--- config.mk ---
export PLATFORM = sky130hd
export DESIGN_NAME = sfpp_core
export DESIGN_NICKNAME = d
export VERILOG_FILES = /design/src/common/sfpp_pkg.sv /design/src/core/sfpp_core.sv
export SDC_FILE = /design/constraint.sdc
export NUM_CORES = 1
export LEC_CHECK = 0
export BUFFER_PORTS_ARGS = -buffer_cell sky130_fd_sc_hd__buf_2
export CELL_PAD_IN_SITES_DETAIL_PLACEMENT = 1
export CELL_PAD_IN_SITES_GLOBAL_PLACEMENT = 1
export CORE_ASPECT_RATIO = 0.75
export CORE_MARGIN = 2
export CORE_UTILIZATION = 49
export CTS_CLUSTER_DIAMETER = 50
export DETAILED_ROUTE_END_ITERATION = 8
export PLACE_DENSITY = 0.87
export SETUP_SLACK_MARGIN = 0.4
export SLEW_MARGIN = 30
export SYNTH_ARGS = -nofsm -noshare
export SYNTH_HDL_FRONTEND = slang
export SYNTH_SLANG_ARGS = --single-unit
--- constraint.sdc ---
create_clock -name clk_sys -period 5.3 [get_ports clk_sys]
set_input_delay 0 -clock clk_sys [delete_from_list [all_inputs] [get_ports clk_sys]]
set_output_delay 0 -clock clk_sys [all_outputs]
set_load 0.01 [all_outputs]
--- src/common/sfpp_pkg.sv ---
// Package for the serial flash page-program and clear-status handler.
// Assumes a 100 MHz system clock that oversamples the programmer's transfer clock.
package sfpp_pkg;
    localparam logic [7:0] SFPP_CMD_CLEAR   = 8'h50;
    localparam logic [7:0] SFPP_CMD_PROGRAM = 8'h41;
    localparam int         SFPP_PAGE_BYTES  = 256;
    localparam int         SFPP_BYTE_BITS   = 8;
    localparam int         SFPP_BLOCK_LSB   = 8;
    localparam int         SFPP_FLAG_ERASE  = 0;
    localparam int         SFPP_FLAG_PROG   = 1;
    localparam int         SFPP_FLAG_LOCK   = 2;
    localparam int         SFPP_FLASH_NS    = 100;
    localparam int         SFPP_CLK_NS      = 10;
    localparam int         SFPP_FLASH_CYC   = (SFPP_FLASH_NS + SFPP_CLK_NS - 1) / SFPP_CLK_NS;
    localparam logic [2:0] SFPP_FLAGS_RESET = 3'h0;

    typedef enum logic [2:0] {
        SFPP_IDLE  = 3'b000,
        SFPP_ADDR  = 3'b001,
        SFPP_DATA  = 3'b011,
        SFPP_WRITE = 3'b010,
        SFPP_CLEAR = 3'b110,
        SFPP_SKIP  = 3'b111
    } sfpp_state_t;

    typedef struct packed {
        logic        req;
        logic [15:0] page;
        logic [7:0]  offset;
        logic [7:0]  data;
    } sfpp_wr_t;
endpackage

--- src/core/sfpp_core.sv ---
// Device-side handler for clear-status and page-program serial commands.
// Assumes the programmer obeys the busy line and never reprograms a page.
`timescale 1ns/1ps
module sfpp_core (
    // System
    input  wire logic            clk_sys,
    input  wire logic            rst_n,
    // Serial link from programmer
    input  wire logic            serial_transfer_clock,
    input  wire logic            serial_receive_line,
    output logic                 busy_indicator_output,
    // Protection and flash write port
    input  wire logic [15:0]     block_lock,
    input  wire logic            flash_ready,
    output sfpp_pkg::sfpp_wr_t   flash_wr,
    // Status
    output logic [2:0]           error_flag_bits,
    output logic                 program_done
);
    import sfpp_pkg::*;

    logic [2:0]  sclk_sync_reg;
    logic [1:0]  rxd_sync_reg;
    logic [7:0]  shift_reg;
    logic [2:0]  bit_cnt_reg;
    logic        byte_vld;
    logic [7:0]  byte_val;
    logic        sclk_rise;
    sfpp_state_t state_reg;
    logic [1:0]  addr_cnt_reg;
    logic [15:0] page_reg;
    logic [8:0]  rx_cnt_reg;
    logic        locked_reg;
    logic [7:0]  buf_data [2];
    logic [7:0]  buf_off [2];
    logic [1:0]  buf_cnt_reg;
    logic        buf_wp_reg;
    logic        buf_rp_reg;
    logic        buf_in_vld;
    logic        buf_in_rdy;
    logic        buf_out_vld;
    logic        buf_out_rdy;
    logic [8:0]  wr_cnt_reg;
    logic [3:0]  clr_cnt_reg;

    // Link synchronisers, first stage read only by second
    always_ff @(posedge clk_sys) begin
        if (!rst_n) begin
            sclk_sync_reg <= 3'h7; // Idle level high, no false rise after reset
            rxd_sync_reg  <= 2'h0;
        end else begin
            sclk_sync_reg <= {sclk_sync_reg[1:0], serial_transfer_clock};
            rxd_sync_reg  <= {rxd_sync_reg[0], serial_receive_line};
        end
    end
    assign sclk_rise = sclk_sync_reg[1] & ~sclk_sync_reg[2];

    // Byte assembly, LSB first on rising transfer clock
    always_ff @(posedge clk_sys) begin
        if (!rst_n) begin
            shift_reg   <= 8'h00;
            bit_cnt_reg <= 3'h0;
        end else if (sclk_rise) begin
            shift_reg   <= {rxd_sync_reg[1], shift_reg[7:1]};
            bit_cnt_reg <= bit_cnt_reg + 3'h1;
        end
    end
    assign byte_vld = sclk_rise && (bit_cnt_reg == 3'h7);
    assign byte_val = {rxd_sync_reg[1], shift_reg[7:1]};

    // Two-entry buffer between receiver and flash write
    assign buf_in_vld  = byte_vld && (state_reg == SFPP_DATA) && !locked_reg;
    assign buf_in_rdy  = (buf_cnt_reg != 2'h2);
    assign buf_out_vld = (buf_cnt_reg != 2'h0);
    assign buf_out_rdy = flash_ready;

    always_ff @(posedge clk_sys) begin
        if (!rst_n) begin
            buf_cnt_reg <= 2'h0;
            buf_wp_reg  <= 1'b0;
            buf_rp_reg  <= 1'b0;
        end else begin
            if (buf_in_vld && buf_in_rdy) begin
                buf_data[buf_wp_reg] <= byte_val;
                buf_off[buf_wp_reg]  <= rx_cnt_reg[7:0];
                buf_wp_reg           <= ~buf_wp_reg;
            end
            if (buf_out_vld && buf_out_rdy)
                buf_rp_reg <= ~buf_rp_reg;
            buf_cnt_reg <= buf_cnt_reg + {1'b0, buf_in_vld && buf_in_rdy}
                           - {1'b0, buf_out_vld && buf_out_rdy};
        end
    end

    // Flash write port, one request per accepted byte
    always_ff @(posedge clk_sys) begin
        if (!rst_n) begin
            flash_wr   <= '0;
            wr_cnt_reg <= 9'h000;
        end else begin
            flash_wr.req <= buf_out_vld && buf_out_rdy;
            if (buf_out_vld && buf_out_rdy) begin
                flash_wr.page   <= page_reg;
                flash_wr.offset <= buf_off[buf_rp_reg];
                flash_wr.data   <= buf_data[buf_rp_reg];
                wr_cnt_reg      <= wr_cnt_reg + 9'h001;
            end else if (state_reg == SFPP_IDLE) begin
                wr_cnt_reg <= 9'h000;
            end
        end
    end

    // Command sequencer
    always_ff @(posedge clk_sys) begin
        if (!rst_n) begin
            state_reg    <= SFPP_IDLE;
            addr_cnt_reg <= 2'h0;
            page_reg     <= 16'h0000;
            rx_cnt_reg   <= 9'h000;
            locked_reg   <= 1'b0;
            clr_cnt_reg  <= 4'h0;
        end else begin
            case (state_reg)
                SFPP_IDLE: begin
                    if (byte_vld) begin
                        if (byte_val == SFPP_CMD_PROGRAM) begin
                            state_reg    <= SFPP_ADDR;
                            addr_cnt_reg <= 2'h0;
                        end else if (byte_val == SFPP_CMD_CLEAR) begin
                            state_reg   <= SFPP_CLEAR;
                            clr_cnt_reg <= 4'h0;
                        end
                    end
                end
                SFPP_ADDR: begin
                    if (byte_vld) begin
                        if (addr_cnt_reg == 2'h0) begin
                            page_reg[7:0] <= byte_val;
                            addr_cnt_reg  <= 2'h1;
                        end else begin
                            page_reg[15:8] <= byte_val;
                            locked_reg     <= block_lock[byte_val[7:4]];
                            rx_cnt_reg     <= 9'h000;
                            state_reg      <= SFPP_DATA;
                        end
                    end
                end
                SFPP_DATA: begin
                    if (byte_vld) begin
                        rx_cnt_reg <= rx_cnt_reg + 9'h001;
                        if (rx_cnt_reg == 9'(SFPP_PAGE_BYTES - 1))
                            state_reg <= SFPP_WRITE;
                    end
                end
                SFPP_WRITE: begin
                    if (locked_reg || (wr_cnt_reg == 9'(SFPP_PAGE_BYTES) && !buf_out_vld))
                        state_reg <= SFPP_SKIP;
                end
                SFPP_CLEAR: begin
                    clr_cnt_reg <= clr_cnt_reg + 4'h1;
                    if (clr_cnt_reg == 4'(SFPP_FLASH_CYC - 1))
                        state_reg <= SFPP_IDLE;
                end
                SFPP_SKIP: state_reg <= SFPP_IDLE;
                default:   state_reg <= SFPP_IDLE;
            endcase
        end
    end

    // Status flags and completion pulse
    always_ff @(posedge clk_sys) begin
        if (!rst_n) begin
            error_flag_bits <= SFPP_FLAGS_RESET;
            program_done    <= 1'b0;
        end else begin
            program_done <= (state_reg == SFPP_SKIP);
            if (state_reg == SFPP_CLEAR && clr_cnt_reg == 4'h0)
                error_flag_bits <= SFPP_FLAGS_RESET;
            else if (state_reg == SFPP_WRITE && locked_reg) begin
                error_flag_bits[SFPP_FLAG_PROG] <= 1'b1;
                error_flag_bits[SFPP_FLAG_LOCK] <= 1'b1;
            end
        end
    end

    // Busy high from command byte until ready again
    always_ff @(posedge clk_sys) begin
        if (!rst_n)
            busy_indicator_output <= 1'b0;
        else
            busy_indicator_output <= (state_reg != SFPP_IDLE) && (state_reg != SFPP_SKIP);
    end
endmodule

# Word level (Yosys, flattened, before mapping)
# Memory sizes are Yosys's and may differ from the RTL's. A register that Yosys moved wholly into a read port is not among the register bits.
# Index checks and enable logic that the tools add are counted.
[op_classes]
n_addsub = 6
n_mul = 0
div = 0
magnitude_cmp = 1
n_eq_ne = 25
n_shift = 0
mux = 30
bitwise_logic = 6
n_reduce_logical = 30
[ops]
columns = ["cell", "n"]
rows = [
  ["9-bit 2-to-1 mux", 5],
  ["3-bit 2-to-1 mux", 9],
  ["9-bit by 1-bit adder with 9-bit output, second input constant", 2],
  ["2-bit inequality test, second input constant", 9],
  ["9-bit one-hot mux with 2 select lines", 1],
  ["8-bit by 7-bit == test with 1-bit output, second input constant", 2],
  ["3-bit one-hot mux with 5 select lines", 1],
  ["4-bit 2-to-1 mux", 3],
  ["2-bit nonzero test", 5],
  ["3-bit == test, second input constant", 3],
  ["9-bit by 8-bit == test with 1-bit output, second input constant", 1],
  ["9-bit == test, second input constant", 1],
  ["1-bit logical AND", 9],
  ["2-bit 2-to-1 mux", 4],
  ["4-bit one-hot mux with 2 select lines", 1],
  ["4-bit AND reduction", 2],
  ["8-bit AND reduction", 1],
  ["3-bit by 2-bit == test with 1-bit output, second input constant", 2],
  ["2-bit by 1-bit inequality test with 1-bit output, second input constant", 3],
  ["3-bit AND reduction", 2],
  ["4-bit by 5-bit less-than comparator with 1-bit output, second input constant", 1],
  ["1-bit NOT", 5],
  ["5-bit AND reduction", 1],
  ["4-bit by 1-bit adder with 4-bit output, second input constant", 1],
  ["other kinds (18)", 24],
]
[word_totals]
regBits = 84
latch_bits = 0
ram_bits = 32
mem_bits_ro = 0
input_bits = 21
out_inout_bits = 38
n_memories = 2
[mem_list]
columns = ["name", "depth", "width", "rd", "rd_ports_with_merged_regs", "wr", "line_no", "rtl"]
rows = [
  ["buf_data", 2, 8, 1, 1, 1, "sfpp_core.sv:34", "logic [7:0] buf_data [2];"],
  ["buf_off", 2, 8, 1, 1, 1, "sfpp_core.sv:35", "logic [7:0] buf_off [2];"],
]

# Logic depth before layout (Yosys ltp)
# Gate-level depths: netlist of run 1.
[logic_depth]
ltp_word = 9
depth_mapped = 12

# Worst setup path after synthesis of run 1
# No wires, ideal clock.
[synth_timing]
path_kind = "reg2reg"
start = "reg bit_cnt_reg[0]"
end = "mem buf_data[0][0], enable pin"
setup_ns = 0.388
arrival_time_ns = 2.065
path_slack_ns = 2.847
path_stages_with_launch = 8
n_path_buf = 0
synth_period_minus_slack_ns = 2.453
cell_sequence = "dfxtp_1 > ha_1 > ha_1 > and4bb_4 > nand3_1 > nor3_2 > nand2_1 > nor2_1"
[synth_via]
elab_chain_cells = 8
[synth_rtl]
columns = ["item", "line_no", "rtl"]
rows = [
  ["start: declaration", "sfpp_core.sv:25", "logic [2:0] bit_cnt_reg;"],
  ["start signal: assignment", "sfpp_core.sv:65", "bit_cnt_reg <= bit_cnt_reg + 3'h1;"],
  ["3-bit == test", "sfpp_core.sv:68", "assign byte_vld = sclk_rise && (bit_cnt_reg == 3'h7);"],
  ["1-bit logical AND", "sfpp_core.sv:68", ""],
  ["1-bit logical AND (2 in series)", "sfpp_core.sv:72", "assign buf_in_vld = byte_vld && (state_reg == SFPP_DATA) && !locked_reg;"],
  ["1-bit logical AND", "sfpp_core.sv:83", "if (buf_in_vld && buf_in_rdy) begin"],
  ["1-bit 2-to-1 mux", "sfpp_core.sv:83", ""],
  ["1-bit 2-to-1 mux", "sfpp_core.sv:78", "if (!rst_n) begin"],
  ["1-bit 2-to-1 mux (implied by the code)", "sfpp_core.sv:84", "buf_data[buf_wp_reg] <= byte_val;"],
  ["end: declaration", "sfpp_core.sv:34", ""],
]
# No other way between the ends.

# Final worst setup path of run 1
[layout_timing]
start = "reg bit_cnt_reg[0]"
end = "mem buf_off[0][2], enable pin"
[layout_via]
elab_chain_cells = 8
[layout_rtl]
columns = ["item", "line_no", "rtl"]
rows = [
  ["3-bit == test", "sfpp_core.sv:68", ""],
  ["1-bit logical AND", "sfpp_core.sv:68", ""],
  ["1-bit logical AND (2 in series)", "sfpp_core.sv:72", ""],
  ["1-bit logical AND", "sfpp_core.sv:83", ""],
  ["1-bit 2-to-1 mux", "sfpp_core.sv:83", ""],
  ["1-bit 2-to-1 mux", "sfpp_core.sv:78", ""],
  ["1-bit 2-to-1 mux (implied by the code)", "sfpp_core.sv:85", "buf_off[buf_wp_reg] <= rx_cnt_reg[7:0];"],
  ["end: declaration", "sfpp_core.sv:35", ""],
]
# No other way between the ends.

==> flow_metrics.tcl, run 1 <==
set metrics [dict create \
    status "finished clean" \
    dieArea_um2 11900 \
    setup_slack_ns 2.46 \
    dp.cells 686 \
    core_um2 10900 \
    ff2ff_setup_slack_ns 2.46 \
    pre_cts_ws_ns 2.57 \
    tightest_slew_ns 0.910 \
    period_share_pct 53.5 \
    grt_pass1_vias 4207 \
    antenna_found_initial 0 \
    io_pins 59 \
    maxCapViolCount 0 \
    fmax_mhz 353 \
    cts_tree "done" \
    fp-row-count 33 \
    top_register "flash_wr" \
    worstPathArrival_ns 2.88 \
    clock_latency_ns 0.42 \
    grt_pass1_wl_um 21700 \
    p_leak_nw 2.65 \
    p_per_area_nw_per_um2 421 \
    hp-class "primary input to flop" \
    rsz0062_at_grt "false" \
    globalplace.congestion 0.742 \
    grt_max_degree 98 \
    cp_max_fo 16 \
    maxSlewHeadroom_pct 39.2 \
    finalSetupViolCount 0 \
    drc 0 \
    cp-start-kind "flop" \
    h-tree-depth 4 \
    io_buffers 57 \
    ys_seq_elements 130 \
    synth.largest_area_cell "dfxtp_1" \
    cp.required_ns 5.35 \
    ir_drop_uv 243 \
    grt.overflow.total 0 \
    grtUsageTotal_pct 23.6 \
    hpwl_um 8220 \
    cts_buffers 17 \
    syn_nets 550 \
    power_mw 2.71 \
    largest_reg_flops 33 \
    synthCells 518 \
    finalCriticalPeriod_ns 2.84 \
    ys.flop_type "dfxtp_1" \
    synth_area_per_cell_um2 10.5 \
    finalSetupTns_ns 0 \
    die_h_um 95.1 \
    wire_per_inst_um 18.7 \
    die_w_um 125 \
    cts-resized-gates 0 \
    clock-sinks 130 \
    netlist_area_um2 5420 \
    yosysTopAreaCellShare_pct 36.2 \
    ys_top_cells_by_area "dfxtp_1 36%, edfxtp_1 18%, mux2i_1 6.6%" \
    cts_max_path_buffers 2 \
    end_kind "flop" \
    yosysSeqAreaShare_pct 53.9 \
    root_buffer "clkbuf_16" \
    start_util_pct 49.9 \
    skew_ns 0.00854 \
    drt-pass1-iter-count 4 \
    clk_pin_slew_ns 0.06 \
    crit_type "flop to flop" \
    wl_um 13500 \
    fin_cells 720 \
    async_flop_share_pct 0 \
    area_growth_pct 18.5 \
    drive_above_1_share_pct 17.6 \
    diodes 0 \
    drv_slew 0 \
    ant_nets 0 \
    num_vias 3967 \
    hold_violations 0 \
    nets 599 \
    drtIter0Drc 258 \
    ys_types 47 \
    yosysWarnings 0 \
    synth_edf_count 32 \
    vias_per_cell 5.51 \
    cts_setup_buffers 0 \
]
stage by stage:
stage,utilization [%],hold slack [ns],area (µm²)
final,59.2,0.187,6430
after global routing,59.2,0.198,6430
after CTS,59.2,0.192,6430
after detailed placement,53.1,0.198,5770
after global placement,53.1,0.205,5760
after floorplan,-,0.101,5420
path summary, 6_finish.rpt:
check	cells past startpoint	end	start
max	7	buf_off[0][2]	bit_cnt_reg[0]
min reg2reg	1	sclk_sync_reg[1]	sclk_sync_reg[0]
min	5	flash_wr[19]	flash_ready
max reg2reg	7	buf_off[0][2]	bit_cnt_reg[0]
Yosys cell counts (4+ instances only):
library cell	number
a21oi_1	10
a21boi_0	27
clkbuf_1	14
nor2_1	20
inv_1	9
o21ai_0	13
nand2b_1	5
ha_1	11
nor2b_1	24
edfxtp_1	32
mux2i_1	36
mux4_2	4
and2_1	16
nand3_1	12
dfxtp_1	98
nand3b_1	4
xnor2_1	8
buf_2	13
nor3_1	6
nand2_1	91
o211a_1	18
and3_1	4
logic make-up (layout without fill, tap and decap cells):
family          count (synthesis)  count (layout)  share of synthesized area, %
xor+xnor                       11              11                          1.78
compound gates                 82              82                          11.3
mux                            40              40                          8.30
fa+ha+maj                      11              11                          2.54
other cells                     1               1                        0.0691
flops                         130             130                          53.9
simple gates                  202             202                          18.8
buf+inv                        41             103                          3.34
report_power, final:
part / total [mW] / switching (mW) / internal, mW
Sequential: 1.12 / 0.0561 / 1.07
Clock: 1.28 / 0.448 / 0.837
Combinational: 0.301 / 0.170 / 0.131
per-layer routing:
metal | track usage (%) | wire (µm)
met4 | 8.80 | 260
met2 | 41.8 | 6770
met1 | 27.9 | 5870
met5 | 0 | 0
met3 | 6.34 | 601
area by class of cell:
type	instances	area, µm²
inverter	9	33.8
timing repair buffer	62	328
tap	140	175
multi-input combinational	347	2330
clock inverter	12	204
sequential	130	2920
fill	1167	4430
clock buffer	20	437
worst max-delay path, cell delays in order, from the launching register on:
cell and delay, ns:
dfxtp_1 0.37, ha_1 0.22, ha_1 0.21, and4bb_4 0.29, nand3_1 0.15, nor3_2 0.36, nand2_1 0.11, nor2_2 0.73
placed cells by master (no fill, tap or decap), types with 3 or more instances in the layout:
master | netlist | layout
mux4_2 | 4 | 4
mux2i_1 | 36 | 36
nor2b_1 | 24 | 24
nand2_1 | 91 | 91
nand3_1 | 12 | 12
nand4b_1 | 3 | 3
o21ai_0 | 13 | 13
clkbuf_16 | 0 | 17
bufinv_16 | 0 | 5
xor2_1 | 3 | 3
and3_1 | 4 | 4
a21oi_1 | 10 | 10
clkbuf_1 | 14 | 3
dfxtp_1 | 98 | 97
xnor2_1 | 8 | 8
ha_1 | 11 | 11
a21boi_0 | 27 | 27
nand2b_1 | 5 | 5
nand3b_1 | 4 | 4
nor3_1 | 6 | 6
nor2_1 | 20 | 19
buf_2 | 13 | 57
and2_1 | 16 | 16
nand4_1 | 3 | 3
inv_1 | 9 | 9
clkinvlp_4 | 0 | 3
buf_4 | 3 | 3
edfxtp_1 | 32 | 32
a31oi_1 | 3 | 3
o211a_1 | 18 | 18
what timing repair did:
item	in CTS	in global routing
setup endpoints to repair	0	0
endpoints found under the hold margin	2	0
hold buffers	2	0
(Power assumes the default switching activity.)
==> inputs of run 2 (changes only) <==
- CORE_UTILIZATION: 49 -> 46
- PLACE_DENSITY: 0.87 -> 0.82
- clock period: 5.3 -> 2.75 ns (I/O delays scaled with it)
==> flow_metrics.tcl, run 2 (synthesis results as in run 1) <==
set metrics [dict create \
    status "finished clean" \
    fmax_mhz 442 \
    wire_per_inst_um 16.5 \
    diodes 0 \
    io_buffers 57 \
    fill_cells 1261 \
    nets 610 \
    cts_tree "done" \
    ir_drop_uv 428 \
    fin_cells 753 \
    clk_pin_slew_ns 0.06 \
    hold_violations 0 \
    drt-pass1-iter-count 4 \
    p_leak_nw 2.67 \
    stdcell_area_um2 6480 \
    fp-row-count 34 \
    multiInputGateArea_um2 2380 \
    maxSlewHeadroom_pct 38.0 \
    p_per_area_nw_per_um2 730 \
    largest_reg_flops 33 \
    clock-sinks 130 \
    worstPathArrival_ns 2.57 \
    grt.overflow.total 0 \
    skew_ns 0.00778 \
    cp-start-kind "flop" \
    layout_common_cells "96 x dfxtp_1, 91 x nand2_1, 57 x buf_2" \
    end_kind "flop" \
    root_buffer "clkbuf_16" \
    period_share_pct 82.3 \
    grtUsageTotal_pct 20.8 \
    drc 0 \
    reg2reg_depth 12 \
    grt_pass1_wl_um 20400 \
    clock_latency_ns 0.42 \
    io_pins 59 \
    finalCriticalPeriod_ns 2.26 \
    globalplace.congestion 0.756 \
    maxCapViolCount 0 \
    finalSetupTns_ns 0 \
    start_util_pct 47.0 \
    drv_slew 0 \
    hp-class "primary input to flop" \
    cts_max_path_buffers 2 \
    cp.required_ns 3.06 \
    ant_nets 0 \
    dp.cells 715 \
    dpl_cell_area_um2 5860 \
    whs_ns 0.0923 \
    cp_max_fo 3 \
    wl_um 12400 \
    antenna_found_initial 0 \
    die_h_um 98.0 \
    grt_max_degree 56 \
    top_register "flash_wr" \
    area_growth_pct 19.6 \
    top_layer "met4" \
    hpwl_um 8230 \
    vias_per_cell 5.28 \
    dr_wl_met2_um 6150 \
    dr_wl_met3_um 445 \
    hold_depth 2 \
    final_common_cell "dfxtp_1" \
    rsz0062_at_grt "true" \
    die_w_um 129 \
    h-tree-depth 4 \
    num_vias 3975 \
    drtIter0Drc 284 \
    dieArea_um2 12700 \
    drive_above_1_share_pct 20.1 \
    seqCellArea_um2 2930 \
    crit_type "flop to flop" \
    cts_buffers 17 \
    tightest_slew_ns 0.928 \
    drt-met1-wl_um 5690 \
    finalSetupViolCount 0 \
    grt_pass1_vias 4060 \
    core_um2 11500 \
]
## run 2: cell types whose count changed in the layout (fill, tap and decap cells not counted), sizes merged
cell	previous run	this run
inv	11	12
clkbuf	20	19
bufinv	5	0
clkinvlp	3	2
buf	60	71
clkinv	2	8
## run 2: per-layer routing
layer  up-vias  global-route usage (%)
met5         -                       0
li1       1916                       -
met2        67                    33.8
met3        11                    4.88
met4         0                    7.69
met1      1981                    27.0
## run 2: path summary, 6_finish.rpt
path                                  startpoint               end  slack, ns
worst max register to register    bit_cnt_reg[0]    buf_cnt_reg[1]       0.49
worst min register to register  sclk_sync_reg[0]  sclk_sync_reg[1]       0.41
worst min-delay path                       rst_n  sclk_sync_reg[0]       0.09
worst max-delay path              bit_cnt_reg[0]    buf_cnt_reg[1]       0.49
## run 2: report_power, final
| part | switching [mW] | internal, mW | leakage, nW |
|---|---|---|---|
| clock | 0.852 | 1.15 | 0.255 |
| sequential | 0.0983 | 2.05 | 1.11 |
| combinational | 0.322 | 0.261 | 1.30 |
| total | 1.27 | 3.46 | 2.67 |
## run 2: final cells by class
| type | count | share of cell area, % |
|---|---|---|
| Inverter | 9 | 0.521 |
| Clock buffer | 19 | 6.68 |
| Tap cell | 162 | 3.13 |
| Clock inverter | 13 | 1.35 |
| Multi-Input combinational cell | 347 | 36.7 |
| Sequential cell | 130 | 45.1 |
| Timing Repair Buffer | 73 | 6.52 |
## run 2: worst max-delay path: stages, from the launching register on
cell and delay [ns]:
dfxtp_2 0.36, ha_4 0.14, ha_4 0.12, and4bb_4 0.27, nand3_4 0.10, nor3_4 0.20
inv_1 0.07, ha_1 0.28, inv_1 0.04, ha_2 0.18, xnor2_2 0.13, xnor2_1 0.11
and2_1 0.15
## run 2: what timing repair did
action	CTS	global route
setup buffers	2	2
endpoints found under the setup margin	2	1
gates resized for setup	3	8
hold buffers	2	0
pin swaps	1	5
endpoints found under the hold margin	2	0
## run 2: stage by stage
stage / setup slack (ns) / util (%) / total power, mW
after detailed placement: 0.148 / 50.8 / 2.77
final: 0.486 / 56.3 / 4.74
after global routing: 0.385 / 56.3 / 4.95
after CTS: 0.432 / 55.8 / 4.77
after floorplan: 0.445 / - / 2.56
after global placement: 0.300 / 50.8 / 2.74
==> inputs of run 3 (changes only) <==
- clock period: 2.75 -> 2.3 ns (I/O delays scaled with it)
==> flow_metrics.tcl, run 3 (synthesis results as in run 1) <==
set metrics [dict create \
    status "finished clean" \
    rsz0062_at_grt "true" \
    hold_end "flash_wr[27]" \
    hpwl_um 8340 \
    top_register "flash_wr" \
    antenna_found_initial 0 \
    cts_tree "done" \
    grt_pass1_wl_um 22100 \
    hold_violations 0 \
    globalplace.congestion 0.784 \
    crit_type "flop to flop" \
    r2r-end "buf_cnt_reg[1]" \
    power_mw 6.02 \
    clock_latency_ns 0.42 \
    ir_drop_uv 478 \
    whs_ns 0.167 \
    cp_max_fo 2 \
    core_um2 11500 \
    drc 0 \
    io_pins 59 \
    grt_pass1_vias 4373 \
    p_leak_nw 2.83 \
    vias_per_cell 5.37 \
    maxCapViolCount 0 \
    area_growth_pct 26.6 \
    die_w_um 129 \
    grt_max_degree 86 \
    multiInputGateArea_um2 2480 \
    seqCellArea_um2 2930 \
    p_per_area_nw_per_um2 877 \
    grtUsageTotal_pct 22.7 \
    final_common_cell "dfxtp_1" \
    drv_slew 0 \
    worstPathArrival_ns 2.44 \
    wire_per_inst_um 18.5 \
    io_buffers 57 \
    die_h_um 98.0 \
    maxSlewHeadroom_pct 61.8 \
    grt.overflow.total 0 \
    skew_ns 0.0103 \
    diodes 0 \
    num_vias 4140 \
    finalSetupViolCount 0 \
    largest_reg_flops 33 \
    clock-sinks 130 \
    nets 628 \
    drtIter0Drc 241 \
    dieArea_um2 12700 \
    cp.required_ns 2.61 \
    met1_usage_pct 27.0 \
    h-tree-depth 4 \
    reg2reg_depth 12 \
    ant_nets 0 \
    cp-start-kind "flop" \
    cts_buffers 17 \
    fill_cells 1234 \
    tightest_slew_ns 0.572 \
    layout_common_cells "92 x dfxtp_1, 90 x nand2_1, 57 x buf_2" \
    met3_usage_pct 5.21 \
    grt_busiest_layer "met2" \
    finalCriticalPeriod_ns 2.13 \
    hold_depth 5 \
    fp-row-count 34 \
    root_buffer "clkbuf_16" \
    wl_um 14300 \
    use_met2_pct 39.9 \
    period_share_pct 92.6 \
    drt-pass1-iter-count 5 \
    start_util_pct 47.0 \
    drive_above_1_share_pct 25.6 \
    clk_pin_slew_ns 0.06 \
    cts_max_path_buffers 2 \
    hold_start "flash_ready" \
    hp-class "primary input to flop" \
    end_kind "flop" \
    fmax_mhz 469 \
    ff2ff_setup_slack_ns 0.17 \
    r2r_start "bit_cnt_reg[1]" \
]
[run 3: cell type report]
class | instances | share of cell area (%)
Clock buffer | 18 | 6.25
Clock inverter | 14 | 2.30
Inverter | 9 | 0.529
Multi-Input combinational cell | 348 | 36.1
Sequential cell | 130 | 42.7
Tap cell | 162 | 2.95
Timing Repair Buffer | 90 | 9.17
[run 3: repair_timing]
action,CTS,global route
hold buffers,3,0
hold endpoints to repair,3,0
pin swaps,6,10
buffers inserted,10,7
setup endpoints to repair,38,50
resized for setup,15,16
gates cloned,2,0
[run 3: metal layers]
layer,routed length [µm],vias to the layer above,part of all wire (%)
met1,6140,2064,43
li1,-,1963,-
met4,255,0,1.8
met5,0,-,0
met3,527,27,3.7
met2,7330,86,51
[run 3: worst max-delay path, cell delays in order (launching register included)]
cell and delay, ns:
dfxtp_2 0.35, ha_4 0.14, ha_4 0.12, and4bb_4 0.26, nand3_4 0.08, nor3_4 0.16, inv_2 0.07, ha_4 0.27
inv_4 0.03, ha_4 0.15, xnor2_2 0.13, xnor2_1 0.12, and2_1 0.15
[run 3: worst max path at each step]
| stage | startpoint | to | slack [ns] | cells after the start |
|---|---|---|---|---|
| after floorplan | bit_cnt_reg[1] | buf_cnt_reg[1] | 0.18 | 12 |
| after global placement | bit_cnt_reg[1] | buf_cnt_reg[1] | 0.11 | 12 |
| after detailed placement | bit_cnt_reg[1] | buf_cnt_reg[1] | -0.04 | 12 |
| after CTS | bit_cnt_reg[0] | buf_cnt_reg[1] | 0.08 | 12 |
| after global routing | bit_cnt_reg[1] | buf_cnt_reg[1] | 0.05 | 12 |
| final | bit_cnt_reg[1] | buf_cnt_reg[1] | 0.17 | 12 |
[run 3: through the flow]
stage / area (µm²) / setup TNS, ns / instances / utilization [%] / setup slack (ns)
after CTS: 6720 / 0 / 764 / 58.3 / 0.0834
after global placement: 5930 / 0 / 717 / 51.4 / 0.105
after global routing: 6870 / 0 / 771 / 59.6 / 0.0548
after floorplan: 5480 / 0 / 518 / - / 0.185
after detailed placement: 5930 / -0.0379 / 717 / 51.4 / -0.0379
final: 6870 / 0 / 771 / 59.6 / 0.170
[run 3: power by group]
part	switching (mW)	total [mW]	internal, mW
combinational	0.457	0.797	0.340
clock	1.08	2.69	1.61
sequential	0.0781	2.53	2.46
total	1.61	6.02	4.40
